**src/rtl/rmd_params.svh**
```systemverilog
// Constants for the RS-485 turn-around and multi-drop address block.
// Assumes inclusion by rtl and bench files; definitions only.
`ifndef RMD_PARAMS_SVH
`define RMD_PARAMS_SVH
// Register indices on the 3-bit host address
`define RMD_ADDR_IER      3'h1
`define RMD_ADDR_LCR      3'h3
`define RMD_ADDR_MCR      3'h4
`define RMD_ADDR_LSR      3'h5
`define RMD_ADDR_RXD      3'h0
// Bit positions
`define RMD_AF2_NINE      0
`define RMD_AF2_RXEN      1
`define RMD_AF2_AUTORTS   4
`define RMD_AF2_RTSINV    5
`define RMD_EFR_SPECIAL   5
`define RMD_MCR_RTS       1
`define RMD_IER_RLS       2
`define RMD_LSR_DR        0
`define RMD_LSR_PE        2
`define RMD_LSR_THRE      5
`define RMD_LSR_TEMT      6
// Reset values
`define RMD_RST_REG       8'h00
`define RMD_RST_LSR       8'h09
// Buffer depth
`define RMD_FIFO_DEPTH    4
`endif

```
**src/rtl/rmd_pkg.sv**
```systemverilog
// Types for the RS-485 turn-around and multi-drop address block.
// Assumes nothing of its surroundings.
package rmd_pkg;
  typedef enum logic [2:0] {
    RMD_RX_OFF  = 3'b001,
    RMD_RX_ON   = 3'b010,
    RMD_RX_HOLD = 3'b100
  } rmd_rx_state_t;
endpackage

```
**src/rtl/rmd_fifo.sv**
```systemverilog
// Small valid/ready FIFO for received characters.
// Assumes one clock and an active-low asynchronous reset.
`timescale 1ns/10ps
module rmd_fifo #(
  parameter int WIDTH = 9,
  parameter int DEPTH = 4
) (
  input  wire logic             i_ref_clk,
  input  wire logic             i_nrst,
  input  wire logic             i_in_valid,
  output logic                  o_in_ready,
  input  wire logic [WIDTH-1:0] i_in_data,
  output logic                  o_out_valid,
  input  wire logic             i_out_ready,
  output logic      [WIDTH-1:0] o_out_data
);
  localparam int AW = $clog2(DEPTH);
  logic [WIDTH-1:0] mem_q [DEPTH];
  logic [AW-1:0]    wr_q;
  logic [AW-1:0]    rd_q;
  logic [AW:0]      cnt_q;
  wire              push = i_in_valid && o_in_ready;
  wire              pop  = o_out_valid && i_out_ready;

  // Honest full and empty from the occupancy count
  assign o_in_ready  = (cnt_q != (AW+1)'(DEPTH));
  assign o_out_valid = (cnt_q != '0);
  assign o_out_data  = mem_q[rd_q];

  // Storage
  always_ff @(posedge i_ref_clk) begin
    if (push) begin
      mem_q[wr_q] <= i_in_data;
    end
  end

  // Pointers wrap at the depth
  always_ff @(posedge i_ref_clk or negedge i_nrst) begin
    if (!i_nrst) begin
      wr_q  <= '0;
      rd_q  <= '0;
      cnt_q <= '0;
    end else begin
      if (push) begin
        wr_q <= (wr_q == AW'(DEPTH-1)) ? '0 : wr_q + 1'b1;
      end
      if (pop) begin
        rd_q <= (rd_q == AW'(DEPTH-1)) ? '0 : rd_q + 1'b1;
      end
      cnt_q <= cnt_q + {{AW{1'b0}}, push} - {{AW{1'b0}}, pop};
    end
  end
endmodule

```
**src/rtl/rmd_rs485.sv**
```systemverilog
// RS-485 driver turn-around and 9-bit multi-drop receive filter.
// Assumes an external UART core: it reports transmit activity and hands
// in each received 8-bit character with its ninth (parity) bit.
// Behaviour
// - RTS follows modem control or flow logic; auto RS-485 bit overrides both.
// - Auto mode: RTS low on transmit write, high after last bit leaves.
// - Inversion bit: RTS high while sending, low after last bit.
// - Nine-bit mode: ninth bit 1 marks address, 0 marks data.
// - Normal mode, receiver off: data characters dropped until the host enables the receiver.
// - Normal mode address: parity error, stored, line status interrupt if enabled.
// - Normal mode, enabled receiver takes all; new address flagged with parity error.
// - Special detect: compare addresses with match register, drop others.
// - Matching address enables receiver, stored with ninth bit as error.
// - Enabled, non-match address disables receiver and is dropped.
`timescale 1ns/10ps
`include "rmd_params.svh"
module rmd_rs485 (
  input  wire logic       i_ref_clk,
  input  wire logic       i_nrst,
  // Host parallel bus
  input  wire logic [2:0] i_addr,
  input  wire logic       i_wr,
  input  wire logic       i_rd,
  input  wire logic [7:0] i_wdata,
  output logic      [7:0] o_rdata,
  // Enhanced and advanced feature settings, and match character
  input  wire logic [7:0] i_advanced_feature_control_two,
  input  wire logic [7:0] i_enhanced_feature_reg,
  input  wire logic [7:0] i_second_stop_char_reg,
  // Transmit status and flow control from the UART core
  input  wire logic       i_tx_write,
  input  wire logic       i_tx_done,
  input  wire logic       i_thr_empty,
  input  wire logic       i_flow_rts_n,
  input  wire logic       i_flow_en,
  // Received characters from the UART core
  input  wire logic       i_rx_valid,
  input  wire logic [7:0] i_rx_data,
  input  wire logic       i_rx_ninth,
  input  wire logic       i_rx_frame_err,
  // Pins and status
  output logic            o_rts_n,
  output logic            o_rx_enabled,
  output logic            o_line_irq,
  output logic            o_rx_overrun
);
  // Register state
  logic [7:0]              ier_q;
  logic [7:0]              lcr_q;
  logic [7:0]              mcr_q;
  logic                    pe_q;
  logic                    fe_q;
  logic                    oe_q;
  logic                    tx_busy_q;
  logic                    rts_q;
  logic [7:0]              rdata_q;
  logic                    irq_q;
  rmd_pkg::rmd_rx_state_t  rx_q;
  rmd_pkg::rmd_rx_state_t  rx_d;
  logic                    host_en_q;
  logic                    lsr_rst_q;

  // FIFO of received characters, ninth bit beside the data
  logic       f_in_ready;
  logic       f_out_valid;
  logic [8:0] f_out_data;
  logic       f_push;
  logic       f_pop;

  // Decoding
  wire wr_ier  = i_wr && (i_addr == `RMD_ADDR_IER);
  wire wr_lcr  = i_wr && (i_addr == `RMD_ADDR_LCR);
  wire wr_mcr  = i_wr && (i_addr == `RMD_ADDR_MCR);
  wire rd_lsr  = i_rd && (i_addr == `RMD_ADDR_LSR);
  wire rd_rxd  = i_rd && (i_addr == `RMD_ADDR_RXD) && !lcr_q[7];
  wire nine    = i_advanced_feature_control_two[`RMD_AF2_NINE];
  wire sw_rxen = i_advanced_feature_control_two[`RMD_AF2_RXEN];
  wire autorts = i_advanced_feature_control_two[`RMD_AF2_AUTORTS];
  wire rtsinv  = i_advanced_feature_control_two[`RMD_AF2_RTSINV];
  wire special = i_enhanced_feature_reg[`RMD_EFR_SPECIAL];

  // Character class and address match
  function automatic logic is_match(input logic [7:0] a,
                                    input logic [7:0] b);
    is_match = (a == b);
  endfunction

  wire is_addr = nine && i_rx_ninth;
  wire is_data = nine && !i_rx_ninth;
  wire matched = is_match(i_rx_data, i_second_stop_char_reg);
  wire rx_on   = (rx_q == rmd_pkg::RMD_RX_ON) || sw_rxen;

  // Receive acceptance decision
  logic keep;
  always_comb begin
    keep = 1'b0;
    rx_d = rx_q;
    if (i_rx_valid) begin
      if (!nine) begin
        keep = 1'b1;
      end else if (!special) begin
        keep = is_addr || rx_on;
      end else if (is_addr && matched) begin
        keep = 1'b1;
        rx_d = rmd_pkg::RMD_RX_ON;
      end else if (is_addr) begin
        keep = 1'b0;
        rx_d = rmd_pkg::RMD_RX_OFF;
      end else begin
        keep = rx_on;
      end
    end
    if (host_en_q != sw_rxen) begin
      rx_d = sw_rxen ? rmd_pkg::RMD_RX_ON : rmd_pkg::RMD_RX_OFF;
    end
  end

  assign f_push = i_rx_valid && keep;
  assign f_pop  = rd_rxd && f_out_valid;

  rmd_fifo #(
    .WIDTH (9),
    .DEPTH (`RMD_FIFO_DEPTH)
  ) u_fifo (
    .i_ref_clk   (i_ref_clk),
    .i_nrst      (i_nrst),
    .i_in_valid  (f_push),
    .o_in_ready  (f_in_ready),
    .i_in_data   ({i_rx_ninth, i_rx_data}),
    .o_out_valid (f_out_valid),
    .i_out_ready (rd_rxd),
    .o_out_data  (f_out_data)
  );

  // Line status from FIFO head and sticky errors; reset image until traffic
  wire [7:0] lsr_live = {1'b0, !tx_busy_q && i_thr_empty, i_thr_empty, 1'b0,
                         fe_q, pe_q, oe_q, f_out_valid};
  wire [7:0] line_status      = lsr_rst_q ? `RMD_RST_LSR : lsr_live;
  // Next transmit activity drives the pin, so RTS moves one cycle after cause
  wire       tx_busy_d = i_tx_write ? 1'b1 :
                         (i_tx_done && i_thr_empty) ? 1'b0 : tx_busy_q;
  wire       rts_auto = rtsinv ? tx_busy_d : !tx_busy_d;
  wire       rts_norm = i_flow_en ? i_flow_rts_n : !mcr_q[`RMD_MCR_RTS];
  wire       rts_d    = autorts ? rts_auto : rts_norm;
  wire       irq_d    = ier_q[`RMD_IER_RLS] && (pe_q || fe_q || oe_q);
  logic [7:0] rdata_d;
  always_comb begin
    unique case (i_addr)
      `RMD_ADDR_RXD: rdata_d = lcr_q[7] ? 8'h00 : f_out_data[7:0];
      `RMD_ADDR_IER: rdata_d = ier_q;
      `RMD_ADDR_LCR: rdata_d = lcr_q;
      `RMD_ADDR_MCR: rdata_d = mcr_q;
      `RMD_ADDR_LSR: rdata_d = line_status;
      default:       rdata_d = 8'h00;
    endcase
  end

  // Host registers
  always_ff @(posedge i_ref_clk or negedge i_nrst) begin
    if (!i_nrst) begin
      ier_q <= `RMD_RST_REG;
      lcr_q <= `RMD_RST_REG;
      mcr_q <= `RMD_RST_REG;
    end else begin
      if (wr_ier) ier_q <= i_wdata;
      if (wr_lcr) lcr_q <= i_wdata;
      if (wr_mcr) mcr_q <= i_wdata;
    end
  end

  // Sticky line errors; a new event wins over the clearing read
  always_ff @(posedge i_ref_clk or negedge i_nrst) begin
    if (!i_nrst) begin
      pe_q <= 1'b0;
      fe_q <= 1'b0;
      oe_q <= 1'b0;
    end else begin
      if (f_pop && f_out_data[8] && nine) begin
        pe_q <= 1'b1;
      end else if (rd_lsr) begin
        pe_q <= 1'b0;
      end
      if (f_push && i_rx_frame_err) begin
        fe_q <= 1'b1;
      end else if (rd_lsr) begin
        fe_q <= 1'b0;
      end
      if (f_push && !f_in_ready) begin
        oe_q <= 1'b1;
      end else if (rd_lsr) begin
        oe_q <= 1'b0;
      end
    end
  end

  // Transmit activity: set on a write, cleared when the last bit is out
  always_ff @(posedge i_ref_clk or negedge i_nrst) begin
    if (!i_nrst) begin
      tx_busy_q <= 1'b0;
    end else begin
      tx_busy_q <= tx_busy_d;
    end
  end

  // Receiver enable state and registered outputs
  always_ff @(posedge i_ref_clk or negedge i_nrst) begin
    if (!i_nrst) begin
      rx_q      <= rmd_pkg::RMD_RX_OFF;
      host_en_q <= 1'b0;
      rts_q     <= 1'b1;
      irq_q     <= 1'b0;
      rdata_q   <= 8'h00;
      lsr_rst_q <= 1'b1;
    end else begin
      lsr_rst_q <= lsr_rst_q && !f_push && !i_tx_write;
      rx_q      <= rx_d;
      host_en_q <= sw_rxen;
      rts_q     <= rts_d;
      irq_q     <= irq_d;
      rdata_q   <= rdata_d;
    end
  end

  assign o_rts_n      = rts_q;
  assign o_rdata      = rdata_q;
  assign o_line_irq   = irq_q;
  assign o_rx_enabled = rx_q[1]; // Flop bit of the one-hot enabled state
  assign o_rx_overrun = oe_q;
endmodule

```
**config.mk**
```make
export PLATFORM = sky130hd
export DESIGN_NAME = rmd_rs485
export DESIGN_NICKNAME = d
export VERILOG_FILES = /design/src/rtl/rmd_pkg.sv /design/src/rtl/rmd_fifo.sv /design/src/rtl/rmd_rs485.sv
export VERILOG_INCLUDE_DIRS = /design/src /design/src/rtl
export SDC_FILE = /design/constraint.sdc
export NUM_CORES = 1
export LEC_CHECK = 0
export BUFFER_PORTS_ARGS = -buffer_cell sky130_fd_sc_hd__buf_4
export CAP_MARGIN = 20
export CORE_ASPECT_RATIO = 0.8
export CORE_MARGIN = 4
export CORE_UTILIZATION = 31
export CTS_CLUSTER_DIAMETER = 60
export DETAILED_ROUTE_END_ITERATION = 6
export REMOVE_ABC_BUFFERS = 1
export SYNTH_ARGS = -nofsm -noshare
export SYNTH_HDL_FRONTEND = slang
export SYNTH_SLANG_ARGS = --single-unit
```
**constraint.sdc**
```tcl
create_clock -name i_ref_clk -period 2.65 [get_ports i_ref_clk]
set_input_delay 0.265 -clock i_ref_clk [delete_from_list [all_inputs] [get_ports i_ref_clk]]
set_output_delay 0.265 -clock i_ref_clk [all_outputs]
set_load 0.005 [all_outputs]
```
After elaboration in Yosys (flattened, before gate mapping)
Memory sizes are Yosys's and may differ from the RTL's.
Index checks and enable logic that the tools add are counted.
Operators by class
  add/subtract/negate cells: 4
  multipliers: 0
  divide/modulo/power cells: 0
  $lt $le $gt $ge: 0
  equal/unequal tests: 10
  shift-type cells: 0
  muxes and demuxes: 28
  bitwise gates (word level): 0
  reduce and logical (&&, ||, !) cells: 41
Operator list (count)
  case mux 8 bit (5 select lines): 1
  logical AND 1 bit: 20
  2-to-1 mux 3 bit: 6
  2-to-1 mux 1 bit: 16
  nonzero test 2 bit: 6
  == test 8 bit: 1
  2-to-1 mux 8 bit: 1
  zero test 1 bit: 7
  2-to-1 mux 7 bit: 1
  == test 3 x 2 -> 1 bit (second input constant): 2
  == test 3 bit (second input constant): 2
  2-to-1 mux 2 bit: 3
  nonzero test 3 bit: 2
  adder 2 x 1 -> 2 bit (second input constant): 2
  == test 2 bit (second input constant): 2
  logical OR 1 bit: 4
  AND reduction 4 bit: 1
  adder 3 x 1 -> 3 bit: 1
  == test 3 x 1 -> 1 bit (second input constant): 1
  zero test 3 bit: 1
  inequality test 3 bit (second input constant): 1
  subtractor 3 x 1 -> 3 bit: 1
  inequality test 1 bit: 1
Word-level totals
  bits in registers: 50
  bits in latches: 0
  bits in writable memories: 36
  bits in read-only memories: 0
  bits of input ports: 55
  output and inout port bits: 12
  logic and storage cells: 100
  memories kept: 1
Memory list
  u_fifo.mem_q: depth 4, width 9, read ports 1, clocked after memory_dff 0, write ports 1, RTL line rmd_fifo.sv:18  | logic [WIDTH-1:0] mem_q [DEPTH];

Logic depth before layout (Yosys ltp)
Gate-level depths: netlist of run 1.
  depth after elaboration: 11
  gate-level depth with buffers: 8
  mapped depth without buffers: 7

By module
Synthesis of run 1 repeated with hierarchy kept, for this count alone.
Second synthesis, totals
  cell total of the unflattened synthesis: 263
  area, all modules: 3848.7 sq um
By module, submodules not included
  rmd_rs485: times used 1, cells an instance 173, area an instance 2048.2 sq um, seq. area each 1054.8 sq um
  rmd_fifo: times used 1, cells an instance 90, area an instance 1800.5 sq um, seq. area each 1256.2 sq um

Least setup slack after synthesis of run 1
Ideal clock, no wire load.
  kind: register -> register
  from: register lcr_q[7]
  to: register u_fifo.cnt_q[2]
  setup time: 0.123 ns
  arrival: 1.950 ns
  data required time: 2.527 ns
  slack: 0.577 ns
  stages on the path, launching flop included: 8
  path buffers: 0
  clock period less this slack: 2.073 ns
  cell sequence: dfrtp_1 > nor4_4 > o311a_2 > ha_1 > inv_1 > ha_1 > fa_1 > xnor2_1
On the way
  cells in the longest elaborated chain, start to end: 4
RTL lines
  start, declared: RTL line rmd_rs485.sv:49  | logic [7:0] lcr_q;
  start signal, assigned: RTL line rmd_rs485.sv:162  | lcr_q <= `RMD_RST_REG;
  start signal, assigned: RTL line rmd_rs485.sv:166  | if (wr_lcr) lcr_q <= i_wdata;
  zero test 1 bit: RTL line rmd_rs485.sv:75  | wire rd_rxd = i_rd && (i_addr == `RMD_ADDR_RXD) && !lcr_q[7];
  logical AND 1 bit: RTL line rmd_rs485.sv:75
  logical AND 1 bit
  via f_pop: RTL line rmd_rs485.sv:68  | logic f_pop;
  subtractor 3 x 1 -> 3 bit: RTL line rmd_fifo.sv:50  | cnt_q <= cnt_q + {{AW{1'b0}}, push} - {{AW{1'b0}}, pop};
  end signal, assigned: RTL line rmd_fifo.sv:50
  end, declared: RTL line rmd_fifo.sv:21  | logic [AW:0] cnt_q;
The timed path passes the listed nets, and every way through them passes these cells.
A chain may end at the register's enable or synchronous reset.

Worst setup path after layout of run 1
  from: register rx_q[0]
  to: register u_fifo.cnt_q[2]
On the way
  cells in the longest elaborated chain, start to end: 11
  elaborated cells between the ends (all ways): 12
  those cells by class: add/sub (2); eq/ne (1); mux (5); reduce/logical (4)
RTL lines
  start, declared: RTL line rmd_rs485.sv:58  | rmd_pkg::rmd_rx_state_t rx_q;
  start signal, assigned: RTL line rmd_rs485.sv:208  | rx_q <= rmd_pkg::RMD_RX_OFF;
  start signal, assigned: RTL line rmd_rs485.sv:216  | rx_q <= rx_d;
  == test 3 x 2 -> 1 bit (*): RTL line rmd_rs485.sv:91  | wire rx_on = (rx_q == rmd_pkg::RMD_RX_ON) || sw_rxen;
  logical OR 1 bit (*): RTL line rmd_rs485.sv:91
  2-to-1 mux 1 bit: RTL line rmd_rs485.sv:106  | end else if (is_addr) begin
  2-to-1 mux 1 bit: RTL line rmd_rs485.sv:103  | end else if (is_addr && matched) begin
  2-to-1 mux 1 bit (*): RTL line rmd_rs485.sv:101  | end else if (!special) begin
  2-to-1 mux 1 bit (*): RTL line rmd_rs485.sv:99  | if (!nine) begin
  2-to-1 mux 1 bit (*): RTL line rmd_rs485.sv:98  | if (i_rx_valid) begin
  logical AND 1 bit (*): RTL line rmd_rs485.sv:118  | assign f_push = i_rx_valid && keep;
  logical AND 1 bit (*): RTL line rmd_fifo.sv:22  | wire push = i_in_valid && o_in_ready;
  via u_fifo.push: RTL line rmd_fifo.sv:22
  adder 3 x 1 -> 3 bit (*): RTL line rmd_fifo.sv:50
  subtractor 3 x 1 -> 3 bit (*): RTL line rmd_fifo.sv:50
Mark *: on every way through the listed nets, which the timed path passes. The rest lies on a longest branch.

==> flow_metrics.env, run 1 <==
export IMPL_cts_tree="built"
export IMPL_layout_nets=383
export IMPL_post_drt_wl_per_cell_um=17.1
export IMPL_fin_cells=477
export IMPL_synth_edf_count=36
export IMPL_worstPathCellList="nor2b_1, o311a_1, a31oi_4, nor2_1, ha_1, fa_1, xnor2_1"
export IMPL_worst_slew_pin_slew_ns=0.674
export IMPL_clock_latency_ns=0.34
export IMPL_synth_top_area_cell="dfrtp_1"
export IMPL_gr_usage_all_layers=0.124
export IMPL_clockBufferDepth=2
export IMPL_synth_flop_cell="dfrtp_1"
export IMPL_ioPinCount=67
export IMPL_critPathKind="flip-flop to flip-flop"
export IMPL_hp_class="input port to flip-flop"
export IMPL_dp_hpwl_mm=5.94
export IMPL_routed_via_density=4.81
export IMPL_power_density_nw_per_um2=850
export IMPL_hp_start="i_advanced_feature_control_two[1]"
export IMPL_relSlewSlack=0.551
export IMPL_startpoint="rx_q[0]$_DFFE_PN1P_"
export IMPL_cp_slowest_cell="dfstp_2"
export IMPL_gp_congestion=0.750
export IMPL_peakVddDrop_uv=391
export IMPL_wl_mm=8.14
export IMPL_synth_top_family_by_area="multiplexers"
export IMPL_core_um2=12100
export IMPL_syn_avg_cell_area_um2=15.1
export IMPL_firstDrtPassIters=4
export IMPL_cts_sinks=85
export IMPL_layout_min_cycle_time_ns=2.18
export IMPL_diodes=0
export IMPL_min_period_over_period=0.824
export IMPL_ys_ff_latch=85
export IMPL_drtIter0Drc=105
export IMPL_clock_root_buffer="clkbuf_16"
export IMPL_max_cap_viol_count=0
export IMPL_die_y_um=107
export IMPL_drive_gt1_frac=0.378
export IMPL_tns_ns=0
export IMPL_max_stage_delay_ns=0.53
export IMPL_layout_commonest_cell="buf_4"
export IMPL_antenna_found_initial=0
export IMPL_status="finished clean"
export IMPL_fmax_mhz=458
export IMPL_post_cts_buffers=0
export IMPL_synthSimpleGateAreaFrac=0.0963
export IMPL_rsz0062_at_grt="no"
export IMPL_drc=0
export IMPL_die_x_um=132
export IMPL_slew_viol_final=0
export IMPL_crit_path_max_fanout=8
export IMPL_numCtsBuffers=9
export IMPL_grt_ovfl_total=0
export IMPL_clock_tree_htree_level_count=3
export IMPL_port_buffers=55
export IMPL_setup_violations=0
export IMPL_core_rowCount=36
export IMPL_synthToLayoutAreaGrowth_pct=23.5
export IMPL_leakage_nw=1.93
export IMPL_synth_adder_area_share=0.0281
export IMPL_synth_cell_types=50
export IMPL_yosys_top_cells_area="dfrtp_1 (30%), edfxtp_1 (28%), mux4_2 (5.3%)"
export IMPL_endpoint_kind="flip-flop"
export IMPL_grt_pass1_wl_mm=13.5
export IMPL_grt_max_degree=50
export IMPL_ant_nets=0
export IMPL_fill_cells=1133
export IMPL_finalClockSkew_ns=0.00520
export IMPL_yosysTopAreaCellShare=0.300
export IMPL_async_reset_ff_frac=0.576
export IMPL_hold_viol=0
export IMPL_synth_xor_area_share=0.0251
export IMPL_grt_pass1_vias=2553
export IMPL_critPathRequiredTime_ns=2.87
export IMPL_synth_compound_area_frac=0.0839
export IMPL_syn_inst=253
export IMPL_die_area_um2=14200
export IMPL_place_inst=460
export IMPL_yosysWarningCount=0
export IMPL_route_vias_total=2293
export IMPL_r2r_start="rx_q[0]$_DFFE_PN1P_"
export IMPL_final_cell_mix="buf_4 (63), dfrtp_1 (46), edfxtp_1 (36), mux2_2 (17)"
export IMPL_clk_pin_slew_worst_paths_ns=0.06
export IMPL_start_kind="flip-flop"
export IMPL_seq_area_frac_synth=0.603
export IMPL_syn_area_um2=3830
export IMPL_worstPathArrival_ns=2.41
export IMPL_synthMuxAreaShare=0.140
export IMPL_start_util=0.316
cell type report:
type | count | area (µm²) | share of cell area
sequential | 85 | 2310 | 0.488
multi-input combinational | 153 | 1430 | 0.302
timing repair buffer | 64 | 483 | 0.102
clock buffer | 10 | 229 | 0.0484
tap | 152 | 190 | 0.0402
clock inverter | 6 | 63.8 | 0.0135
inverter | 7 | 26.3 | 0.00555
flip-flops by register name (all words and copies together) (netlist names):
signal	count
tx_busy_q	1
u_fifo.cnt_q	3
mcr_q	8
o_rdata	8
host_en_q	1
lcr_q	8
o_rx_overrun	1
o_rts_n	1
fe_q	1
pe_q	1
u_fifo.rd_q	2
u_fifo.wr_q	2
rx_q	2
o_line_irq	1
lsr_rst_q	1
ier_q	8
u_fifo.mem_q	36
routing by layer:
metal | global-route usage | up-vias | wire [µm]
met2 | 0.193 | 45 | 3840
met4 | 0.0245 | 0 | 20
met1 | 0.168 | 1151 | 3950
met3 | 0.0425 | 2 | 336
met5 | 0 | - | 0
li1 | - | 1095 | -
synthesized netlist by cell type (2+ instances only):
cell type	n
o21ai_0	9
edfxtp_1	36
nor2_1	10
nor3b_1	3
mux2_1	2
mux2_2	17
dfstp_2	3
buf_4	2
buf_2	3
nand4_1	3
inv_1	7
nand2b_1	4
a311o_1	2
mux4_2	9
nand3_1	6
a22o_1	3
xor2_1	10
nand2_1	12
dfrtp_1	46
a221o_1	2
mux2_4	8
a22oi_1	12
nor4_4	2
and2_1	2
nor2b_1	7
ha_1	7
buf_6	3
report_power, final:
group          internal (mW)  switching, mW
clock network          0.728          0.499
logic                  0.508          0.405
registers               1.66          0.224
total                   2.89           1.13
path summary, 6_finish.rpt:
path | end | slack, ns | depth (start not counted)
max reg2reg | u_fifo.cnt_q[2]$_DFF_PN0_ | 0.47 | 7
min reg2reg | mcr_q[5]$_DFFE_PN0P_ | 0.50 | 1
min | host_en_q$_DFF_PN0_ | 0.07 | 1
max | u_fifo.cnt_q[2]$_DFF_PN0_ | 0.47 | 7
max in group asynchronous | u_fifo.rd_q[1]$_DFFE_PN0P_ | 1.74 | 2
min in group asynchronous | tx_busy_q$_DFF_PN0_ | 0.48 | 2
per-stage QoR:
stage | util | power, mW | setup WS (ns) | instance area [µm²] | hold slack [ns]
2_1_floorplan | - | 2.44 | 0.577 | 3770 | -0.0306
3_3_place_gp | 0.366 | 2.81 | 0.500 | 4430 | 0.326
3_5_place_dp | 0.366 | 2.84 | 0.465 | 4430 | 0.335
4_1_cts | 0.391 | 4.08 | 0.459 | 4730 | 0.0539
5_1_grt | 0.391 | 4.27 | 0.360 | 4730 | 0.0593
6_report | 0.391 | 4.02 | 0.467 | 4730 | 0.0680
worst max-delay path: cells and delay by family (launching register included):
kind | cells | cell delay (ns)
AND/OR/NAND/NOR | 2 | 0.11
adder cells (fa/ha/maj) | 2 | 0.60
XOR/XNOR | 1 | 0.13
flip-flops | 1 | 0.53
AO/OA/AOI/OAI | 2 | 0.69
what timing repair did:
action / in CTS / in global routing
hold buffers: 1 / 0
resized for setup: 0 / 0
hold endpoints to repair: 46 / 0
logic make-up after synthesis:
family,after synthesis
XOR/XNOR,11
adder cells (fa/ha/maj),8
buffers and inverters,15
AO/OA/AOI/OAI,41
multiplexers,36
flip-flops,85
AND/OR/NAND/NOR,57
No activity file was read; power rests on OpenSTA's default activity.
==> run 2, diff against run 1 <==
--- a/config.mk
+++ b/config.mk
@@ -6,6 +6,7 @@
 export SDC_FILE = /design/constraint.sdc
 export NUM_CORES = 1
 export LEC_CHECK = 0
+export ABC_AREA = 1
 export BUFFER_PORTS_ARGS = -buffer_cell sky130_fd_sc_hd__buf_4
 export CAP_MARGIN = 20
 export CORE_ASPECT_RATIO = 0.8
==> constraint.sdc (replaced) <==
create_clock -name i_ref_clk -period 1.9 [get_ports i_ref_clk]
set_input_delay 0.19 -clock i_ref_clk [delete_from_list [all_inputs] [get_ports i_ref_clk]]
set_output_delay 0.19 -clock i_ref_clk [all_outputs]
set_load 0.005 [all_outputs]
==> run 2 against run 1 <==
Compared with the run above: synthesized area is 2.0% lower; largest power group unchanged; first-iteration DRC count is 7.6% higher; combinational power is 50% higher; cell area is 0.40% higher; fmax is 20% higher; clock-buffer cell count stayed put; final cell count is 27% higher; clock skew hardly changed; synthesized cell count is 50% higher; sequential cell count stayed put; sequential share of layout area is 0.19 points lower; power is 42% higher.
==> flow_metrics.env, run 2 <==
export IMPL_status="finished clean"
export IMPL_largest_reg_flops=36
export IMPL_core_um2=11700
export IMPL_final_cell_mix="nand2_1 (82), buf_4 (67), o21ai_0 (48), inv_1 (47), dfrtp_1 (46)"
export IMPL_worst_slew_pin_slew_ns=0.634
export IMPL_cp_slowest_cell="fa_2"
export IMPL_yosysWarningCount=0
export IMPL_grt_pass1_wl_mm=14.1
export IMPL_cts_sinks=85
export IMPL_firstDrtPassIters=5
export IMPL_hold_viol=0
export IMPL_finalClockSkew_ns=0.00533
export IMPL_clock_latency_ns=0.33
export IMPL_synth_top_area_cell="dfrtp_1"
export IMPL_ant_nets=0
export IMPL_synth_edf_count=36
export IMPL_yosys_top_cells_count="nand2_1 (82), inv_1 (48), o21ai_0 (48)"
export IMPL_hold_depth=1
export IMPL_die_y_um=106
export IMPL_grt_max_degree=50
export IMPL_rr_worst_depth=7
export IMPL_routed_via_density=4.63
export IMPL_clock_tree_htree_level_count=3
export IMPL_port_buffers=55
export IMPL_drtIter0Drc=113
export IMPL_async_reset_ff_frac=0.576
export IMPL_tns_ns=0
export IMPL_leakage_nw=2.17
export IMPL_ioPinCount=67
export IMPL_grt_ovfl_total=0
export IMPL_regArea_um2=2310
export IMPL_syn_inst=379
export IMPL_gp_congestion=0.827
export IMPL_hp_class="input port to flip-flop"
export IMPL_start_util=0.321
export IMPL_min_period_over_period=0.956
export IMPL_yosys_top_cells_area="dfrtp_1 (31%), edfxtp_1 (29%), nand2_1 (8.2%)"
export IMPL_layout_nets=517
export IMPL_multi_input_area_um2=1200
export IMPL_power_density_nw_per_um2=1200
export IMPL_place_inst=586
export IMPL_drive_gt1_frac=0.224
export IMPL_max_stage_delay_ns=0.44
export IMPL_regMostFlops="u_fifo.mem_q"
export IMPL_route_vias_total=2808
export IMPL_gr_usage_all_layers=0.131
export IMPL_layout_min_cycle_time_ns=1.82
export IMPL_clk_pin_slew_worst_paths_ns=0.06
export IMPL_crit_path_max_fanout=3
export IMPL_critPathRequiredTime_ns=2.10
export IMPL_diodes=0
export IMPL_fin_ws_ns=0.0843
export IMPL_slew_viol_final=0
export IMPL_post_drt_wl_per_cell_um=14.3
export IMPL_start_kind="flip-flop"
export IMPL_antenna_found_initial=0
export IMPL_fmax_mhz=551
export IMPL_drc=0
export IMPL_seq_area_frac_synth=0.615
export IMPL_critPathKind="flip-flop to flip-flop"
export IMPL_synth_flop_cell="dfrtp_1"
export IMPL_dp_hpwl_mm=6.21
export IMPL_wl_mm=8.70
export IMPL_clockBufferDepth=2
export IMPL_clock_root_buffer="clkbuf_16"
export IMPL_worstPathArrival_ns=2.02
export IMPL_die_area_um2=13900
export IMPL_peakVddDrop_uv=512
export IMPL_synth_most_common_cell="nand2_1"
export IMPL_cts_tree="built"
export IMPL_core_rowCount=35
export IMPL_worstPathCellList="inv_1, nand3_1, nor2_1, ha_1, inv_1, ha_1, fa_2"
export IMPL_yosysTopAreaCellShare=0.307
export IMPL_synth_cell_types=34
export IMPL_syn_avg_cell_area_um2=9.91
export IMPL_synthToLayoutAreaGrowth_pct=26.6
export IMPL_setup_violations=0
export IMPL_layout_commonest_cell="nand2_1"
export IMPL_endpoint_kind="flip-flop"
export IMPL_fill_cells=1144
export IMPL_ys_ff_latch=85
export IMPL_rsz0062_at_grt="no"
export IMPL_fin_cells=607
export IMPL_pre_cts_ws_ns=0.0520
export IMPL_syn_area_um2=3750
export IMPL_grt_pass1_vias=2801
export IMPL_numCtsBuffers=9
export IMPL_die_x_um=131
export IMPL_relSlewSlack=0.577
export IMPL_max_cap_viol_count=0
run 2: through the flow:
step | power, mW | util | hold slack [ns] | area (µm²)
after floorplan | 3.26 | - | -0.106 | 3710
after global placement | 3.79 | 0.375 | 0.248 | 4380
after detailed placement | 3.85 | 0.375 | 0.264 | 4380
after CTS | 5.75 | 0.405 | 0.0667 | 4730
after global routing | 6.08 | 0.407 | 0.0635 | 4750
final | 5.71 | 0.407 | 0.0784 | 4750
run 2: cell type report:
class | instances | share of cell area
Inverter | 53 | 0.0419
Clock buffer | 10 | 0.0503
Sequential cell | 85 | 0.486
Clock inverter | 6 | 0.0179
Timing Repair Buffer | 70 | 0.112
Multi-Input combinational cell | 235 | 0.253
Tap cell | 148 | 0.0390
run 2: logic make-up (layout without fill, tap and decap cells):
logic type,count (synthesis),after routing,synth area share
AO/OA/AOI/OAI,77,77,0.117
buffers and inverters,59,139,0.0660
adder cells (fa/ha/maj),8,8,0.0287
XOR/XNOR,2,2,0.00467
AND/OR/NAND/NOR,148,148,0.168
flip-flops,85,85,0.615
run 2: worst max-delay path, delay by kind of cell (launching register included):
kind / cells / cell delay, ns
DFF: 1 / 0.41
and+or+nand+nor: 2 / 0.30
adders and majority gates: 3 / 0.85
buffers and inverters: 2 / 0.14
run 2: report_power, final:
part	leakage (nW)	total, mW	switching [mW]	internal, mW
Sequential	0.931	2.47	0.168	2.30
Combinational	1.09	1.37	0.812	0.557
Clock	0.158	1.87	0.686	1.18
Total	2.17	5.71	1.67	4.04
run 2: per-layer routing:
layer	vias up	routed length (µm)	GRT usage
met5	-	0	0
li1	1406	-	-
met1	1329	4070	0.184
met4	0	86	0.0419
met2	64	4120	0.196
met3	9	432	0.0372
run 2: final timing paths:
kind                                       from                           end  slack [ns]
max                        lcr_q[7]$_DFFE_PN0P_     u_fifo.cnt_q[1]$_DFF_PN0_        0.08
min                                i_rx_data[7]  u_fifo.mem_q[3][7]$_DFFE_PP_        0.08
max reg2reg                lcr_q[7]$_DFFE_PN0P_     u_fifo.cnt_q[1]$_DFF_PN0_        0.08
min reg2reg                mcr_q[2]$_DFFE_PN0P_          mcr_q[2]$_DFFE_PN0P_        0.49
max in group asynchronous                i_nrst          o_line_irq$_DFF_PN0_        1.04
min in group asynchronous                i_nrst          o_rdata[7]$_DFF_PN0_        0.43
run 2: repair_timing:
action | 4_1_cts | 5_1_grt
hold buffers | 3 | 0
setup buffers | 0 | 2
endpoints found under the setup margin | 0 | 2
endpoints found under the hold margin | 48 | 0
resized for setup | 0 | 3
==> run 3, diff against run 2 <==
--- a/config.mk
+++ b/config.mk
@@ -6,7 +6,6 @@
 export SDC_FILE = /design/constraint.sdc
 export NUM_CORES = 1
 export LEC_CHECK = 0
-export ABC_AREA = 1
 export BUFFER_PORTS_ARGS = -buffer_cell sky130_fd_sc_hd__buf_4
 export CAP_MARGIN = 20
 export CORE_ASPECT_RATIO = 0.8
==> run 3 against run 2 <==
Compared with the run above: global-route usage fell by 0.33 points; sequential cell count unchanged; clock skew is 0.00091 ns higher; critical path depth stayed put; the run now ends with setup timing left; via count decreased by 13%; hold slack lost 0.018 ns; clock power fell by 16%; power about the same; non-clock buffer count rose by 18.
==> flow_metrics.env, run 3 (synthesis results as in run 1) <==
export IMPL_reg2reg_slack_ns=-0.03
export IMPL_busiest_layer="met2"
export IMPL_startpoint="rx_q[0]$_DFFE_PN1P_"
export IMPL_endpoint_kind="flip-flop"
export IMPL_grt_use_met3=0.0327
export IMPL_power_density_nw_per_um2=1150
export IMPL_start_util=0.316
export IMPL_ant_nets=0
export IMPL_grt_pass1_wl_mm=13.9
export IMPL_synthToLayoutAreaGrowth_pct=29.5
export IMPL_critPathRequiredTime_ns=2.13
export IMPL_fill_cells=1132
export IMPL_die_x_um=132
export IMPL_crit_path_max_fanout=2
export IMPL_final_cell_area_um2=4960
export IMPL_r2r_start="rx_q[0]$_DFFE_PN1P_"
export IMPL_leakage_nw=2.03
export IMPL_routed_via_density=4.86
export IMPL_drive_gt1_frac=0.430
export IMPL_clock_tree_htree_level_count=3
export IMPL_finalClockSkew_ns=0.00624
export IMPL_die_y_um=107
export IMPL_gp_congestion=0.769
export IMPL_rr_worst_depth=7
export IMPL_reg2reg_to="u_fifo.cnt_q[2]$_DFF_PN0_"
export IMPL_clock_root_buffer="clkbuf_16"
export IMPL_drc=0
export IMPL_layout_min_cycle_time_ns=1.93
export IMPL_start_kind="flip-flop"
export IMPL_die_area_um2=14200
export IMPL_critPathKind="flip-flop to flip-flop"
export IMPL_ioPinCount=67
export IMPL_post_drt_wl_per_cell_um=17.1
export IMPL_clk_pin_slew_worst_paths_ns=0.06
export IMPL_violations="setup timing"
export IMPL_core_um2=12100
export IMPL_peakVddDrop_uv=625
export IMPL_firstDrtPassIters=4
export IMPL_dpl_cell_area_um2=4620
export IMPL_fin_ws_ns=-0.0330
export IMPL_grt_pass1_vias=2616
export IMPL_crit_path_end="u_fifo.cnt_q[2]$_DFF_PN0_"
export IMPL_dp_hpwl_mm=6.30
export IMPL_slew_viol_final=0
export IMPL_setup_violations=2
export IMPL_grtUsageMet2=0.205
export IMPL_port_buffers=55
export IMPL_worst_slew_pin_slew_ns=0.639
export IMPL_cts_sinks=85
export IMPL_numCtsBuffers=9
export IMPL_rsz0062_at_grt="yes"
export IMPL_antenna_found_initial=0
export IMPL_tns_ns=-0.0369
export IMPL_diodes=0
export IMPL_grt_max_degree=50
export IMPL_clockBufferDepth=2
export IMPL_final_cell_mix="buf_4 (83), dfrtp_1 (46), edfxtp_1 (36), mux2_2 (17)"
export IMPL_post_cts_buffers=0
export IMPL_cts_tree="built"
export IMPL_core_rowCount=36
export IMPL_layout_nets=407
export IMPL_route_vias_total=2434
export IMPL_drtIter0Drc=120
export IMPL_grt_ovfl_total=0
export IMPL_wl_mm=8.59
export IMPL_gr_usage_all_layers=0.128
export IMPL_hp_class="input port to flip-flop"
export IMPL_fmax_mhz=517
export IMPL_worstPathArrival_ns=2.16
export IMPL_largest_reg_flops=36
export IMPL_grtUsageMet1=0.169
export IMPL_layout_commonest_cell="buf_4"
export IMPL_status="finished with violations"
export IMPL_clock_latency_ns=0.34
export IMPL_regMostFlops="u_fifo.mem_q"
export IMPL_min_period_over_period=1.02
export IMPL_hold_viol=0
export IMPL_max_cap_viol_count=0
export IMPL_relSlewSlack=0.574
==> run 3: critical path, cell delays in order (launching register included) <==
cell and delay [ns]:
dfstp_2 0.53, nor2b_2 0.04, o311a_1 0.34, a31oi_4 0.17, nor2_2 0.07, ha_4 0.17, fa_2 0.36, xnor2_2 0.14
==> run 3: metal layers <==
layer,up-vias,wire (µm)
met4,0,129
met3,12,366
met5,-,0
met2,61,4160
met1,1222,3930
li1,1139,-
==> run 3: worst min-delay path by stage <==
stage,end,depth (start not counted),slack (ns),startpoint
final,u_fifo.mem_q[2][1]$_DFFE_PP_,1,0.06,i_rx_data[1]
after global routing,u_fifo.mem_q[2][1]$_DFFE_PP_,1,0.06,i_rx_data[1]
after CTS,u_fifo.mem_q[2][1]$_DFFE_PP_,1,0.05,i_rx_data[1]
after detailed placement,u_fifo.wr_q[1]$_DFFE_PN0P_,1,0.26,i_nrst
after global placement,u_fifo.wr_q[1]$_DFFE_PN0P_,1,0.25,i_nrst
after floorplan,fe_q$_DFFE_PN0P_,0,-0.11,i_nrst
==> run 3: power by group <==
part / internal, mW / switching [mW]
Combinational: 0.866 / 0.693
Clock: 0.881 / 0.688
Sequential: 2.32 / 0.256
Total: 4.06 / 1.64
==> run 3: final cells by class <==
class	instances	area, µm²	area share
Clock buffer	12	236	0.0476
Clock inverter	4	26.3	0.00529
Inverter	7	26.3	0.00529
Multi-Input combinational cell	153	1480	0.298
Sequential cell	85	2310	0.465
Tap cell	152	190	0.0383
Timing Repair Buffer	88	693	0.140
==> run 3: through the flow <==
step	worst slack, ns	instances	utilization	hold slack, ns	total power, mW
floorplan	-0.173	245	-	-0.106	3.40
global placement	-0.111	482	0.381	0.253	4.06
detailed placement	-0.167	482	0.381	0.261	4.11
CTS	0.00169	501	0.409	0.0498	5.75
global route	-0.0675	501	0.410	0.0566	6.04
finish	-0.0330	501	0.410	0.0600	5.70
==> run 3: timing repair <==
item | 4_1_cts | 5_1_grt
endpoints found under the setup margin | 2 | 2
hold buffers | 3 | 0
endpoints found under the hold margin | 48 | 0
resized for setup | 7 | 2
pin swaps | 2 | 0
